### src/rtl/pcr_map.vh
// register map, field layout and encodings of the coefficient/result block
`ifndef PCR_MAP_VH
`define PCR_MAP_VH

// ==========================================================
// byte addresses on the register bus
`define PCR_ADR_COEF_B_HIGH 8'h00
`define PCR_ADR_COEF_B_LOW 8'h04
`define PCR_ADR_COEF_C_HIGH 8'h08
`define PCR_ADR_COEF_C_LOW 8'h0c
`define PCR_ADR_RESULT_UPPER 8'h10
`define PCR_ADR_RESULT_HH 8'h14
`define PCR_ADR_RESULT_HL 8'h18
`define PCR_ADR_RESULT_LH 8'h1c
`define PCR_ADR_RESULT_LL 8'h20
`define PCR_ADR_PREV_ERR_UPPER 8'h24
`define PCR_ADR_PREV_ERR_HIGH 8'h28
`define PCR_ADR_PREV_ERR_LOW 8'h2c
`define PCR_ADR_STATUS 8'h30

// ==========================================================
// widths and fields
`define PCR_COEF_W 16
`define PCR_RESULT_W 36
`define PCR_PREV_ERR_W 17
`define PCR_ACC_W 35
`define PCR_RESULT_UPPER_W 4
`define PCR_STATUS_BUSY_BIT 0
`define PCR_STATUS_DONE_BIT 1

// ==========================================================
// reset values
`define PCR_BYTE_RST 8'h00
`define PCR_COEF_RST 16'h0000
`define PCR_RESULT_RST 36'h0_0000_0000
`define PCR_PREV_ERR_RST 17'h0_0000

// ==========================================================
// mode field encodings
`define PCR_MODE_PID 3'h5

`endif

### src/rtl/pcr_calc.v
// error-plus-accumulation adder for the pid result mode
`timescale 1ns/1ps
`include "pcr_map.vh"
module pcr_calc (
  input wire [`PCR_PREV_ERR_W-1:0] error_i,
  input wire [`PCR_ACC_W-1:0] accum_i,
  output wire [`PCR_RESULT_W-1:0] sum_o
);
  // ==========================================================
  // two's complement sum, both operands sign extended to 36 bits
  wire [`PCR_RESULT_W-1:0] err_ext_w;
  wire [`PCR_RESULT_W-1:0] acc_ext_w;
  assign err_ext_w = {{19{error_i[16]}}, error_i};
  assign acc_ext_w = {accum_i[34], accum_i};
  assign sum_o = err_ext_w + acc_ext_w;
endmodule

### src/rtl/pcr_top.v
// coefficient, result and history byte registers of the pid accelerator
//
// The register offsets and register access over Wishbone were left to the implementer.
`timescale 1ns/1ps
`include "pcr_map.vh"
// Function
// - coef_b held in high and low writable byte registers
// - coef_c held in high and low writable byte registers
// - on calculation completion the 36-bit result is captured
// - result upper register bits 7-4 read as zero
// - in pid mode keep 17-bit previous error term
// - previous error upper bits 7-1 read as zero
// - coef, result and history bits read/write; status busy read-only, done write-one-clear; all cleared by every reset
// - mode 101 result is current error plus accumulated errors
// - busy is high while a calculation runs
module pcr_top (
  input wire clk_i,
  input wire rst_i,
  input wire ce_i,
  input wire wb_cyc_i,
  input wire wb_stb_i,
  input wire wb_we_i,
  input wire [7:0] wb_adr_i,
  input wire [3:0] wb_sel_i,
  input wire [31:0] wb_dat_i,
  output reg [31:0] wb_dat_o,
  output wire wb_ack_o,
  input wire en_i,
  input wire [2:0] mode_i,
  input wire start_i,
  input wire [16:0] error_i,
  input wire [34:0] accum_i,
  input wire [35:0] prod_result_i,
  input wire prod_done_i,
  output reg busy_o,
  output reg done_o,
  output reg [15:0] coef_b_o,
  output reg [15:0] coef_c_o,
  output reg [35:0] result_o,
  output reg [16:0] prev_error_o
);
  // ==========================================================
  // sequencer states
  localparam [2:0] ST_IDLE = 3'b001;
  localparam [2:0] ST_RUN = 3'b010;
  localparam [2:0] ST_DONE = 3'b100;

  reg [2:0] state_r;
  reg [2:0] state_nxt;
  reg [2:0] mode_r;
  reg done_flag_r;

  wire wr_stb_w;
  wire rd_stb_w;
  wire [35:0] pid_sum_w;
  wire [7:0] wr_byte_w;
  wire finish_w;
  wire pid_mode_w;

  assign wr_byte_w = wb_dat_i[7:0];
  assign pid_mode_w = (mode_r == `PCR_MODE_PID);

  // ==========================================================
  // bus handshake
  pcr_wb_slave u_wb (
    .clk_i(clk_i),
    .rst_i(rst_i),
    .ce_i(ce_i),
    .wb_cyc_i(wb_cyc_i),
    .wb_stb_i(wb_stb_i),
    .wb_we_i(wb_we_i),
    .wb_sel_i(wb_sel_i),
    .wr_stb_o(wr_stb_w),
    .rd_stb_o(rd_stb_w),
    .wb_ack_o(wb_ack_o)
  );

  // ==========================================================
  // pid-mode adder
  pcr_calc u_calc (
    .error_i(error_i),
    .accum_i(accum_i),
    .sum_o(pid_sum_w)
  );

  // ==========================================================
  // calculation sequence
  // the pid sum is ready one cycle after start; other modes wait
  // for the external multiplier to report completion
  assign finish_w = (state_r == ST_RUN) &&
                    (pid_mode_w || prod_done_i);

  always @* begin
    state_nxt = state_r;
    case (state_r)
      ST_IDLE: begin
        if (start_i && en_i) begin
          state_nxt = ST_RUN;
        end
      end
      ST_RUN: begin
        // dropping the enable abandons the calculation
        if (!en_i) begin
          state_nxt = ST_IDLE;
        end else if (finish_w) begin
          state_nxt = ST_DONE;
        end
      end
      ST_DONE: begin
        state_nxt = ST_IDLE;
      end
      default: begin
        state_nxt = ST_IDLE;
      end
    endcase
  end

  always @(posedge clk_i) begin
    if (rst_i) begin
      state_r <= ST_IDLE;
      mode_r <= 3'h0;
      busy_o <= 1'b0;
      done_o <= 1'b0;
    end else if (ce_i) begin
      state_r <= state_nxt;
      if (state_r == ST_IDLE && start_i && en_i) begin
        // mode is frozen for the whole calculation
        mode_r <= mode_i;
      end
      busy_o <= (state_nxt == ST_RUN);
      done_o <= (state_nxt == ST_DONE);
    end
  end

  // ==========================================================
  // coefficient registers
  // software supplies the gain combinations; the block stores them raw
  always @(posedge clk_i) begin
    if (rst_i) begin
      coef_b_o <= `PCR_COEF_RST;
      coef_c_o <= `PCR_COEF_RST;
    end else if (ce_i && wr_stb_w) begin
      if (wb_adr_i == `PCR_ADR_COEF_B_HIGH) begin
        coef_b_o[15:8] <= wr_byte_w;
      end else if (wb_adr_i == `PCR_ADR_COEF_B_LOW) begin
        coef_b_o[7:0] <= wr_byte_w;
      end else if (wb_adr_i == `PCR_ADR_COEF_C_HIGH) begin
        coef_c_o[15:8] <= wr_byte_w;
      end else if (wb_adr_i == `PCR_ADR_COEF_C_LOW) begin
        coef_c_o[7:0] <= wr_byte_w;
      end
    end
  end

  // ==========================================================
  // result registers
  // a completing calculation wins over a software write in the
  // same cycle, so a fresh result is never lost
  always @(posedge clk_i) begin
    if (rst_i) begin
      result_o <= `PCR_RESULT_RST;
    end else if (ce_i) begin
      if (finish_w && en_i) begin
        if (pid_mode_w) begin
          result_o <= pid_sum_w;
        end else begin
          result_o <= prod_result_i;
        end
      end else if (wr_stb_w) begin
        if (wb_adr_i == `PCR_ADR_RESULT_UPPER) begin
          result_o[35:32] <= wr_byte_w[3:0];
        end else if (wb_adr_i == `PCR_ADR_RESULT_HH) begin
          result_o[31:24] <= wr_byte_w;
        end else if (wb_adr_i == `PCR_ADR_RESULT_HL) begin
          result_o[23:16] <= wr_byte_w;
        end else if (wb_adr_i == `PCR_ADR_RESULT_LH) begin
          result_o[15:8] <= wr_byte_w;
        end else if (wb_adr_i == `PCR_ADR_RESULT_LL) begin
          result_o[7:0] <= wr_byte_w;
        end
      end
    end
  end

  // ==========================================================
  // previous-error history
  // only pid-mode iterations advance the history; the other modes
  // leave it for software to inspect or preload
  always @(posedge clk_i) begin
    if (rst_i) begin
      prev_error_o <= `PCR_PREV_ERR_RST;
    end else if (ce_i) begin
      if (finish_w && en_i && pid_mode_w) begin
        prev_error_o <= error_i;
      end else if (wr_stb_w) begin
        if (wb_adr_i == `PCR_ADR_PREV_ERR_UPPER) begin
          prev_error_o[16] <= wr_byte_w[0];
        end else if (wb_adr_i == `PCR_ADR_PREV_ERR_HIGH) begin
          prev_error_o[15:8] <= wr_byte_w;
        end else if (wb_adr_i == `PCR_ADR_PREV_ERR_LOW) begin
          prev_error_o[7:0] <= wr_byte_w;
        end
      end
    end
  end

  // ==========================================================
  // sticky completion flag, write one to clear; a new completion
  // in the clearing cycle keeps the flag set
  always @(posedge clk_i) begin
    if (rst_i) begin
      done_flag_r <= 1'b0;
    end else if (ce_i) begin
      if (state_nxt == ST_DONE) begin
        done_flag_r <= 1'b1;
      end else if (wr_stb_w && wb_adr_i == `PCR_ADR_STATUS &&
                   wr_byte_w[`PCR_STATUS_DONE_BIT]) begin
        done_flag_r <= 1'b0;
      end
    end
  end

  // ==========================================================
  // read back, registered with the ack; unmapped reads give zero
  always @(posedge clk_i) begin
    if (rst_i) begin
      wb_dat_o <= 32'h0000_0000;
    end else if (ce_i && rd_stb_w) begin
      if (wb_adr_i == `PCR_ADR_COEF_B_HIGH) begin
        wb_dat_o <= {24'h00_0000, coef_b_o[15:8]};
      end else if (wb_adr_i == `PCR_ADR_COEF_B_LOW) begin
        wb_dat_o <= {24'h00_0000, coef_b_o[7:0]};
      end else if (wb_adr_i == `PCR_ADR_COEF_C_HIGH) begin
        wb_dat_o <= {24'h00_0000, coef_c_o[15:8]};
      end else if (wb_adr_i == `PCR_ADR_COEF_C_LOW) begin
        wb_dat_o <= {24'h00_0000, coef_c_o[7:0]};
      end else if (wb_adr_i == `PCR_ADR_RESULT_UPPER) begin
        wb_dat_o <= {28'h000_0000, result_o[35:32]};
      end else if (wb_adr_i == `PCR_ADR_RESULT_HH) begin
        wb_dat_o <= {24'h00_0000, result_o[31:24]};
      end else if (wb_adr_i == `PCR_ADR_RESULT_HL) begin
        wb_dat_o <= {24'h00_0000, result_o[23:16]};
      end else if (wb_adr_i == `PCR_ADR_RESULT_LH) begin
        wb_dat_o <= {24'h00_0000, result_o[15:8]};
      end else if (wb_adr_i == `PCR_ADR_RESULT_LL) begin
        wb_dat_o <= {24'h00_0000, result_o[7:0]};
      end else if (wb_adr_i == `PCR_ADR_PREV_ERR_UPPER) begin
        wb_dat_o <= {31'h0000_0000, prev_error_o[16]};
      end else if (wb_adr_i == `PCR_ADR_PREV_ERR_HIGH) begin
        wb_dat_o <= {24'h00_0000, prev_error_o[15:8]};
      end else if (wb_adr_i == `PCR_ADR_PREV_ERR_LOW) begin
        wb_dat_o <= {24'h00_0000, prev_error_o[7:0]};
      end else if (wb_adr_i == `PCR_ADR_STATUS) begin
        wb_dat_o <= {30'h0000_0000, done_flag_r, busy_o};
      end else begin
        wb_dat_o <= 32'h0000_0000;
      end
    end
  end
endmodule

### src/rtl/pcr_wb_slave.v
// classic wishbone handshake for the byte register file
`timescale 1ns/1ps
module pcr_wb_slave (
  input wire clk_i,
  input wire rst_i,
  input wire ce_i,
  input wire wb_cyc_i,
  input wire wb_stb_i,
  input wire wb_we_i,
  input wire [3:0] wb_sel_i,
  output wire wr_stb_o,
  output wire rd_stb_o,
  output reg wb_ack_o
);
  // ==========================================================
  // request qualification
  // one access per request: the ack register blocks a second strobe
  wire req_w;
  assign req_w = wb_cyc_i & wb_stb_i & ~wb_ack_o & ce_i;
  // only lane 0 carries the byte registers
  assign wr_stb_o = req_w & wb_we_i & wb_sel_i[0];
  assign rd_stb_o = req_w & ~wb_we_i;

  // ==========================================================
  // ack, one cycle after the request is seen, dropped the next
  always @(posedge clk_i) begin
    if (rst_i) begin
      wb_ack_o <= 1'b0;
    end else if (ce_i) begin
      wb_ack_o <= req_w;
    end
  end
endmodule

### config.mk
export PLATFORM = sky130hd
export DESIGN_NAME = pcr_top
export DESIGN_NICKNAME = d
export VERILOG_FILES = /design/src/rtl/pcr_calc.v /design/src/rtl/pcr_top.v /design/src/rtl/pcr_wb_slave.v
export VERILOG_INCLUDE_DIRS = /design/src /design/src/rtl
export SDC_FILE = /design/constraint.sdc
export NUM_CORES = 1
export LEC_CHECK = 0
export BUFFER_PORTS_ARGS = -buffer_cell sky130_fd_sc_hd__buf_2
export CORE_MARGIN = 2
export CORE_UTILIZATION = 40
export DETAILED_ROUTE_END_ITERATION = 6
export PLACE_DENSITY = 0.77
export SYNTH_ARGS = -nofsm -noshare
export SYNTH_HDL_FRONTEND = slang
export SYNTH_SLANG_ARGS = --single-unit
### constraint.sdc
create_clock -name clk_i -period 3 [get_ports clk_i]
set_clock_uncertainty 0.1 [all_clocks]
set_input_delay 0.15 -clock clk_i [delete_from_list [all_inputs] [get_ports clk_i]]
set_output_delay 0.15 -clock clk_i [all_outputs]
set_load 0.02 [all_outputs]
==> results of run 1 <==
## sequential cells by signal (all words and copies together), names as in the netlist
name	flops
wb_dat_o	8
u_wb.wb_ack_o	1
done_flag_r	1
coef_c_o	16
prev_error_o	17
mode_r	3
result_o	36
done_o	1
state_r	3
coef_b_o	16
busy_o	1
## cell usage in the layout, fill, tap and decap left out, types with 6 or more instances in the layout
cell type	Yosys	layout
a211oi_1	18	18
a21o_1	17	17
a21oi_1	114	113
a221oi_1	11	11
a22oi_1	13	13
a311oi_1	22	22
and2_1	9	9
and3_1	6	6
buf_2	15	212
buf_4	24	33
clkbuf_16	0	9
conb_1	1	24
dfxtp_1	103	103
dlygate4sd3_1	0	8
ha_1	35	33
inv_1	15	15
nand2_1	139	139
nand2b_1	10	10
nand3_1	47	47
nor2_1	100	100
nor3_1	32	31
o211ai_1	10	10
o21ai_0	29	29
o21ai_1	12	12
xnor2_1	12	12
xor2_1	12	12
## kinds of logic (layout without fill, tap and decap cells)
family | Yosys count | after routing
and+or+nand+nor | 375 | 375
buffers and inverters | 91 | 284
other | 1 | 24
muxes | 5 | 5
xor gates and xnor gates | 24 | 24
adders and majority gates | 36 | 36
DFF | 103 | 103
AOI/OAI and AO/OA | 323 | 323
## layout make-up
cell class              instances  area [um^2]
clock inverters                 7         65.1
well taps                     225          282
inverters                      15         56.3
repair buffers                253         1390
clock buffers                   9          225
flip-flops and latches        103         2060
fillers                      1756         8570
multi-input cells             787         4770
## per-layer routing
metal  routed length (um)  share of wire (%)  vias up
li1                     -                  -     3911
met1                12100                 43     3793
met2                12400                 44      484
met3                 2530                9.0       64
met4                  924                3.3        0
met5                    0                  0        -
## power breakdown
part	total (mW)	internal (mW)	switching [mW]
Clock	1.17	0.582	0.588
Combinational	0.714	0.285	0.429
Sequential	1.38	1.37	0.00534
Total	3.26	2.24	1.02
## worst paths after layout
path | start | endpoint | slack [ps] | depth (start not counted)
hold / removal | error_i[5] | prev_error_o[5] | 9 | 3
setup / recovery | error_i[4] | result_o[29] | 160 | 12
setup reg to reg | mode_r[2] | result_o[3] | 510 | 10
hold reg to reg | wb_dat_o[0] | wb_dat_o[0] | 350 | 2
## tightest hold or removal path: stages
cell      delay [ps]
buf_2            120
nand2_1           70
a311oi_1          90
## stage by stage
step / cell area (um^2) / utilization, % / hold WS (ps) / setup WS, ps / instances
after detailed placement: 8430 / 48.4 / 297 / 140 / 1374
after CTS: 8800 / 50.5 / 5.70 / 54.8 / 1398
after floorplan: 7240 / - / 186 / 460 / 981
after global placement: 8430 / 48.4 / 291 / 165 / 1374
after global routing: 8850 / 50.8 / 22.1 / 17.6 / 1399
final: 8850 / 50.8 / 8.83 / 157 / 1399
## what timing repair did
action	in CTS	in global routing
setup buffers	0	1
endpoints found under the hold margin	8	0
hold buffers	8	0
gates resized for setup	0	4
endpoints found under the setup margin	0	2
==> metrics.yaml, run 1 <==
yosys:
  ys_ff_latch: 103
  synthAdderAreaFrac_pct: 6.40
  synth_top_family_by_area: "compound AO/OA/AOI/OAI gates"
  synth_area_leaders: "dfxtp_1 29%, a21oi_1 8.0%, nand2_1 7.3%"
  netlist_area_um2: 7150
  synth-warning-count: 0
  synthXorXnorAreaFrac_pct: 2.94
  synth_edf_count: 0
  ys_async_sr_fraction_pct: 0
  synth_common_cells: "139 x nand2_1, 114 x a21oi_1, 103 x dfxtp_1"
  synthFlopType: "dfxtp_1"
  yosysMostFrequentCell: "nand2_1"
  synth_top_cell_by_area: "dfxtp_1"
  synth_compound_area_share_pct: 31.1
  synth_cells: 958
  ys_seq_area_share_pct: 28.8
  syn_avg_cell_area_um2: 7.47
  synth_mux_area_share_pct: 0.700
  synth_simple_gate_area_share_pct: 23.7
  synth.distinct_cells: 79
  yosys.area.top_type_share_pct: 28.8
worst_setup_path:
  slowest_stage: "dlygate4sd3_1"
  worstPathRequired_ps: 3150
  path_class: "in2reg"
  cp_top_family: "compound AO/OA/AOI/OAI gates"
  crit_path_max_fanout: 5
  path_buf_inv: 2
  crit_chain: "dlygate4sd3_1 -> buf_2 -> ha_4 -> a21oi_2 -> o21ai_1 -> o211a_1 -> o31a_4 -> a211oi_4 -> nand2b_1 -> nand3_1 -> xnor2_1 -> a2111oi_2"
  endpoint_kind: "register"
  cp_data_arrival_time_ps: 3000
  slowest_delay_ps: 530
  cp-start-kind: "primary input"
routing:
  drc_errors: 0
  via_count: 8252
  routedWlPerCell_um: 20.0
  drt-total-wl_um: 28000
  first_pass_iters: 6
  drt_iter0_drc: 964
  ant_nets: 0
  viasPerCell: 5.90
finish:
  n_antenna_cell: 0
  nNetsFinal: 1349
  area_growth_pct: 23.7
  drive_above_1_share_pct: 24.4
timing:
  max_freq_mhz: 352
  finalMaxSlewViolations: 0
  finalHoldViolCount: 0
  maxSlewHeadroom_pct: 49.3
  tns_ps: 0
  post-route-min-period_ps: 2840
  tightest_slew_ps: 752
  fin_crit_sh_pct: 94.8
  grt_setup_unrepaired: "no"
  finalSetupViolCount: 0
clock_network:
  clockBufferDepth: 2
  clock_latency_ps: 360
  cts.sinks: 103
  cts_tree: "yes"
  htree_num_levels: 3
  cts_buffers: 9
  path_clk_slew_ps: 80
  cts_root_buffer: "clkbuf_16"
outcome:
  status: "finished clean"
die:
  core_region_area_um2: 17400
  dieArea_um2: 19000
  die_h_um: 138
  io_pins: 264
  rows: 48
  dieWidth_um: 138
  initial_core_util_pct: 41.1
placement:
  portBuffers: 212
  dpl.hpwl_um: 21900
  gp_congestion: 1.00
flow_run:
  maxCapViolCount: 0
global_routing:
  gr-usage-met1_pct: 39.6
  overflow: 0
  grt_util_met2_pct: 44.9
  met3_usage_pct: 4.05
  grt_use_total_pct: 28.5
  antenna_found_initial: 0
  grt_pass1_wl_um: 41400
  grt_max_degree: 53
  grt-busiest-layer: "met2"
  grt_pass1_vias: 7412
power_and_ir_drop:
  finalPower_mw: 3.26
  vdd_drop_max_uv: 249
  powerDensity_nw_per_um2: 369
  leakage_nw: 3.76
min_path:
  hold_class: "in2reg"
(Power assumes the default switching activity.)
==> run 2: changes to the inputs <==
- CORE_ASPECT_RATIO: default -> 0.5
- CORE_MARGIN: 2 -> 5
==> run 2 against run 1 <==
  * The run now ends with DRC left
  * Combinational power is 2% higher
  * Hold slack better by 3.5 ps
  * Critical path depth is 1 higher
  * Count of clock-buffer cells in the layout stayed put
  * Maximum frequency is 0.44% lower
  * Cell count is 0.43% higher
  * Via count is 3.1% higher
  * Critical path type unchanged
==> metrics.yaml, run 2 (synthesized netlist as in run 1, its figures left out) <==
power_and_ir_drop:
  switching_share_pct: 30.5  # -0.83 points
  vdd_drop_max_uv: 238  # -4.3%
  internal-power_mw: 2.31  # +3.3%
  p_switching_mw: 1.02  # -0.58%
  leakage_nw: 3.75  # about the same
  combPwrFrac_pct: 21.8  # about the same
  powerDensity_nw_per_um2: 376  # +1.9%
  seqPwrFrac_pct: 41.4  # -0.8 points
  clkPwrFrac_pct: 36.8  # +0.9 points
timing:
  finalMaxSlewViolations: 0  # unchanged
  grt_setup_unrepaired: "no"
  fin_crit_sh_pct: 95.2  # +0.41 points
  maxSlewHeadroom_pct: 25.1  # -24 points
  tightest_slew_ps: 1120  # +364 ps
  post-route-min-period_ps: 2860  # +12.4 ps
  finalHoldViolCount: 0  # unchanged
  tns_ps: 0  # unchanged
  max_freq_mhz: 350  # -0.44%
  finalSetupViolCount: 0  # unchanged
worst_setup_path:
  reg2reg_from: "state_r[2]"
  slowest_delay_ps: 530  # about the same
  reg2reg_depth: 8  # -2
  slowest_stage: "dlygate4sd3_1"
  cp_data_arrival_time_ps: 3000  # about the same
  worstPathRequired_ps: 3150  # about the same
  rrSetupSlack_ps: 370  # -140 ps
  cp-start-kind: "primary input"
  crit_path_max_fanout: 4  # -1
  crit_chain: "dlygate4sd3_1 -> buf_2 -> ha_4 -> o211ai_1 -> o21ai_2 -> o211a_1 -> o31a_4 -> buf_4 -> a21oi_4 -> o21bai_1 -> a211oi_2 -> o21ai_1 -> a32o_1"
  endpoint_kind: "register"
  timing.rr.end: "prev_error_o[7]"
  path_class: "in2reg"
placement:
  dp.cells: 1383  # +0.66%
  portBuffers: 212  # unchanged
  dpl.hpwl_um: 23000  # +4.8%
  gp_congestion: 0.986  # -1.5%
outcome:
  failed_checks: "DRC"
  status: "finished, violations left"
routing:
  routedWlPerCell_um: 21.0  # +4.9%
  viasPerCell: 6.05  # +2.6%
  drc_errors: 2  # +2
  top_layer: "met4"
  first_pass_iters: 7  # +1
  drt-total-wl_um: 29500  # +5.4%
  wl_met1_um: 11900  # -1.8%
  wl_met3_um: 3080  # +22%
  ant_nets: 0  # unchanged
  via_count: 8504  # +3.1%
  drt_iter0_drc: 970  # +0.62%
  wl_met2_um: 13300  # +7.8%
clock_network:
  cts.sinks: 103  # unchanged
  htree_num_levels: 3  # unchanged
  cts_root_buffer: "clkbuf_16"
  path_clk_slew_ps: 70  # about the same
  cts_tree: "yes"
  cts_buffers: 9  # unchanged
  clock_latency_ps: 360  # about the same
  clockBufferDepth: 2  # unchanged
die:
  core_region_area_um2: 17400  # +0.14%
  initial_core_util_pct: 41.0  # -0.059 points
  dieArea_um2: 20800  # +9.8%
  io_pins: 264  # unchanged
  dieWidth_um: 199  # +45%
  rows: 34  # -29%
  die_h_um: 105  # -24%
finish:
  final_cell_mix: "212 x buf_2, 139 x nand2_1, 114 x a21oi_1"
  fin_util_pct: 50.8  # about the same
  area_growth_pct: 23.9
  top_regs: "result_o x36, prev_error_o x17"
  nNetsFinal: 1346  # -0.22%
  fill_cells: 1768  # +0.68%
  final_cells: 1405  # +0.43%
  drive_above_1_share_pct: 24.6  # +0.23 points
  largest_reg_flops: 36  # unchanged
  largest_register: "result_o"
  final_common_cell: "buf_2"
  n_antenna_cell: 0  # unchanged
min_path:
  worstHoldStart: "prod_result_i[29]"
  hold_class: "in2reg"
  whs_endpoint: "result_o[29]"
  worstHoldPathCells: 3  # unchanged
global_routing:
  grt_use_total_pct: 26.4  # -2.1 points
  grt_max_degree: 49  # -7.5%
  grt_pass1_vias: 7717  # +4.1%
  overflow: 0  # unchanged
  grt_pass1_wl_um: 43600  # +5.4%
  antenna_found_initial: 0  # unchanged
flow_run:
  maxCapViolCount: 0  # unchanged
## run 2: worst max-delay path, delay by kind of cell
family | cells | cell delay (ps)
buffers and inverters | 3 | 840
AO/OA/AOI/OAI | 9 | 1760
adder cells (fa/ha/maj) | 1 | 240
## run 2: worst max-delay path by stage
stage	startpoint	endpoint	slack [ps]	cells after the start
after floorplan	error_i[8]	result_o[29]	460	9
after global placement	error_i[0]	result_o[20]	170	13
after detailed placement	error_i[0]	result_o[20]	140	13
after CTS	error_i[2]	result_o[29]	30	12
after global routing	error_i[2]	result_o[33]	4	13
final	error_i[2]	result_o[23]	140	13
## run 2: power groups by stage
stage	registers [mW]	clock network (mW)	logic, mW
floorplan	1.41	0	0.466
finish	1.38	1.23	0.726
global placement	1.41	0	0.671
detailed placement	1.41	0	0.685
CTS	1.38	1.23	0.695
global route	1.38	1.27	0.792
## run 2: layer usage
layer  up-vias  track usage, %
met5         -               0
met4         0            9.80
met3        92            5.24
met2       497            40.8
met1      4020            36.5
li1       3895               -
## run 2: final cells by class
| type | instances | area, um^2 | share of cell area (%) |
|---|---|---|---|
| sequential | 103 | 2060 | 23.3 |
| timing repair buffer | 250 | 1360 | 15.4 |
| inverter | 15 | 56.3 | 0.635 |
| clock inverter | 7 | 78.8 | 0.889 |
| multi-input combinational | 787 | 4790 | 54.0 |
| tap | 234 | 293 | 3.30 |
| clock buffer | 9 | 225 | 2.54 |
## run 2: metrics by stage
step                      hold WS (ps)  power (mW)  area [um^2]  setup slack (ps)
after floorplan                    186        1.88         7240               460
after global placement             288        2.08         8440               171
after detailed placement           304        2.09         8440               142
after CTS                         15.7        3.30         8810              34.3
after global routing              39.7        3.44         8860              4.25
final                             12.3        3.33         8860               145
## run 2: what timing repair did
action | 4_1_cts | 5_1_grt
resized for setup | 0 | 8
setup endpoints to repair | 0 | 9
buffers inserted | 0 | 0
endpoints found under the hold margin | 6 | 0
hold buffers | 6 | 0
==> run 3: changes to the inputs <==
==> constraint.sdc (replaced) <==
create_clock -name clk_i -period 3 [get_ports clk_i]
set_clock_uncertainty 0.1 [all_clocks]
set_input_delay 0.6 -clock clk_i [delete_from_list [all_inputs] [get_ports clk_i]]
set_output_delay 0.6 -clock clk_i [all_outputs]
set_load 0.02 [all_outputs]
==> run 3 against run 2 <==
  * The run now ends clean
  * Flip-flop and latch count did not move
  * Non-clock buffer count rose by 87
  * Sequential power barely moved
  * Design area rose by 7.9%
  * Cell count rose by 6.3%
  * Maximum frequency fell by 3.5%
  * Critical path depth did not move
  * Clock power rose by 7%
  * Register-to-register slack improved by 100 ps
  * Count of clock-buffer cells in the layout rose by 2
  * Largest power group unchanged
==> metrics.yaml, run 3 (synthesized netlist as in run 1, its figures left out) <==
timing:
  max_freq_mhz: 338  # -3.5%
  fin_crit_sh_pct: 98.6  # +3.5 points
  maxSlewHeadroom_pct: 46.2  # +21 points
  tightest_slew_ps: 786  # -331 ps
  post-route-min-period_ps: 2960  # +104 ps
  finalHoldViolCount: 0  # unchanged
  grt_setup_unrepaired: "yes"
  tns_ps: 0  # unchanged
  finalSetupViolCount: 0  # unchanged
  finalMaxSlewViolations: 0  # unchanged
  whs_ps: 356  # +343 ps
clock_network:
  cts_tree: "yes"
  clock_latency_ps: 360  # about the same
  cts.sinks: 103  # unchanged
  clockBufferDepth: 2  # unchanged
  cts_root_buffer: "clkbuf_16"
  path_clk_slew_ps: 70  # about the same
  cts_buffers: 9  # unchanged
  htree_num_levels: 3  # unchanged
worst_setup_path:
  crit_chain: "buf_8 -> ha_4 -> inv_2 -> fa_2 -> and2b_1 -> o31a_1 -> o211a_1 -> o21a_1 -> o211ai_1 -> nand2_1 -> xnor2_2 -> a2111o_1 -> a21oi_1"
  endpoint_kind: "register"
  timing.rr.end: "result_o[32]"
  path_buf_inv: 2  # -1
  worstPathRequired_ps: 3180  # +30 ps
  slowest_delay_ps: 360  # -170 ps
  reg2reg_depth: 7  # -1
  rrSetupSlack_ps: 470  # +100 ps
  crit_path_max_fanout: 3  # -1
  cp_data_arrival_time_ps: 3140  # +140 ps
  cp_top_family: "compound AO/OA/AOI/OAI gates"
  path_depth: 13  # unchanged
  reg2reg_from: "mode_r[2]"
  cp-start-kind: "primary input"
  path_class: "in2reg"
  slowest_stage: "a2111o_1"
power_and_ir_drop:
  clkPwrFrac_pct: 37.0  # +0.2 points
  vdd_drop_max_uv: 289  # +22%
  internal-power_mw: 2.53  # +9.4%
  powerDensity_nw_per_um2: 370  # -1.7%
  combPwrFrac_pct: 24.0  # +2.2 points
  p_switching_mw: 1.00  # -1.4%
  leakage_nw: 4.22  # +12%
  seqPwrFrac_pct: 39.0  # -2.4 points
  switching_share_pct: 28.4  # -2.2 points
finish:
  fill_cells: 1660  # -6.1%
  multi_input_area_um2: 4790  # unchanged
  nNetsFinal: 1433  # +6.5%
  final_cell_mix: "210 x buf_2, 139 x nand2_1, 124 x buf_4"
  area_growth_pct: 33.7
  final_common_cell: "buf_2"
  largest_reg_flops: 36  # unchanged
  top_regs: "result_o x36, prev_error_o x17"
  final_cells: 1493  # +6.3%
  largest_register: "result_o"
  drive_above_1_share_pct: 30.4  # +5.9 points
  fin_util_pct: 54.8  # +4.0 points
  final-seq-area_um2: 2060  # unchanged
global_routing:
  antenna_found_initial: 1  # +1
  overflow: 0  # unchanged
  grt_pass1_wl_um: 44700  # +2.5%
  grt_use_total_pct: 26.9  # +0.49 points
  grt_pass1_vias: 8168  # +5.8%
  grt_max_degree: 40  # -18%
routing:
  routedWlPerCell_um: 19.9  # -5.0%
  drt_iter0_drc: 944  # -2.7%
  first_pass_iters: 7  # unchanged
  drc_errors: 0  # -2
  ant_nets: 0  # unchanged
  viasPerCell: 5.84  # -3.5%
  via_count: 8719  # +2.5%
  drt-total-wl_um: 29800  # +0.99%
outcome:
  status: "finished clean"
die:
  dieWidth_um: 199  # unchanged
  io_pins: 264  # unchanged
  core_region_area_um2: 17400  # unchanged
  die_h_um: 105  # unchanged
  rows: 34  # unchanged
  initial_core_util_pct: 41.0  # unchanged
  dieArea_um2: 20800  # unchanged
placement:
  portBuffers: 212  # unchanged
  gp_congestion: 1.03  # +4.4%
  dp.cells: 1475  # +6.7%
  dpl.hpwl_um: 23900  # +3.9%
min_path:
  worstHoldStart: "wb_dat_o[0]"
  hold_class: "reg2reg"
  worstHoldPathCells: 2  # -1
  whs_endpoint: "wb_dat_o[0]"
flow_run:
  maxCapViolCount: 0  # unchanged
==> run 3: cell types whose count changed in the layout (fill, tap and decap cells not counted), sizes merged <==
| cell | previous run | this run |
|---|---|---|
| buf | 244 | 337 |
| dlygate4sd3 | 6 | 0 |
| clkbuf | 9 | 11 |
| diode | 0 | 1 |
| clkinvlp | 3 | 0 |
| bufinv | 1 | 2 |
| inv | 17 | 16 |
| clkinv | 1 | 2 |
==> run 3: repair_timing <==
item / CTS / global route
buffers inserted: 0 / 1
resized for setup: 0 / 15
setup endpoints to repair: 0 / 12
hold buffers: 0 / 0
==> run 3: stage by stage <==
stage	power [mW]	cell area, um^2	worst slack (ps)
3_3_place_gp	2.20	9150	-267
6_report	3.53	9560	40.8
5_1_grt	3.66	9560	-15.0
4_1_cts	3.51	9480	58.8
2_1_floorplan	1.88	7240	10.1
3_5_place_dp	2.22	9150	-298
==> run 3: final cells by class <==
type | instances | share of cell area (%)
multi-input combinational | 787 | 50.1
sequential | 103 | 21.6
timing repair buffer | 337 | 21.2
tap | 234 | 3.06
clock buffer | 11 | 2.64
clock inverter | 5 | 0.825
inverter | 15 | 0.589
antenna | 1 | 0.0262
==> run 3: how the worst max path moves through the flow <==
stage                     startpoint            to  slack (ps)
after detailed placement  error_i[1]  result_o[29]        -300
after CTS                 error_i[0]  result_o[20]          60
after global placement    error_i[0]  result_o[20]        -270
final                     error_i[0]  result_o[20]          40
after floorplan           error_i[8]  result_o[29]          10
after global routing      error_i[0]  result_o[20]         -20
==> run 3: power groups by stage <==
stage | clock network, mW | logic (mW) | registers (mW)
2_1_floorplan | 0 | 0.466 | 1.41
3_3_place_gp | 0 | 0.792 | 1.41
3_5_place_dp | 0 | 0.812 | 1.41
4_1_cts | 1.31 | 0.815 | 1.38
5_1_grt | 1.37 | 0.915 | 1.38
6_report | 1.31 | 0.848 | 1.38
==> run 3: metal layers <==
metal / track usage, % / routed length (um) / vias up
met5: 0 / 0 / -
met4: 10.3 / 1210 / 0
met3: 6.85 / 3400 / 95
met2: 42.3 / 13400 / 511
met1: 35.6 / 11800 / 4033
li1: - / - / 4080
==> run 3: worst reg2reg max path, delay by kind of cell, from the launching register on <==
family	cells	cell delay (ps)
simple gates	5	1650
flops	1	370
compound gates	2	350
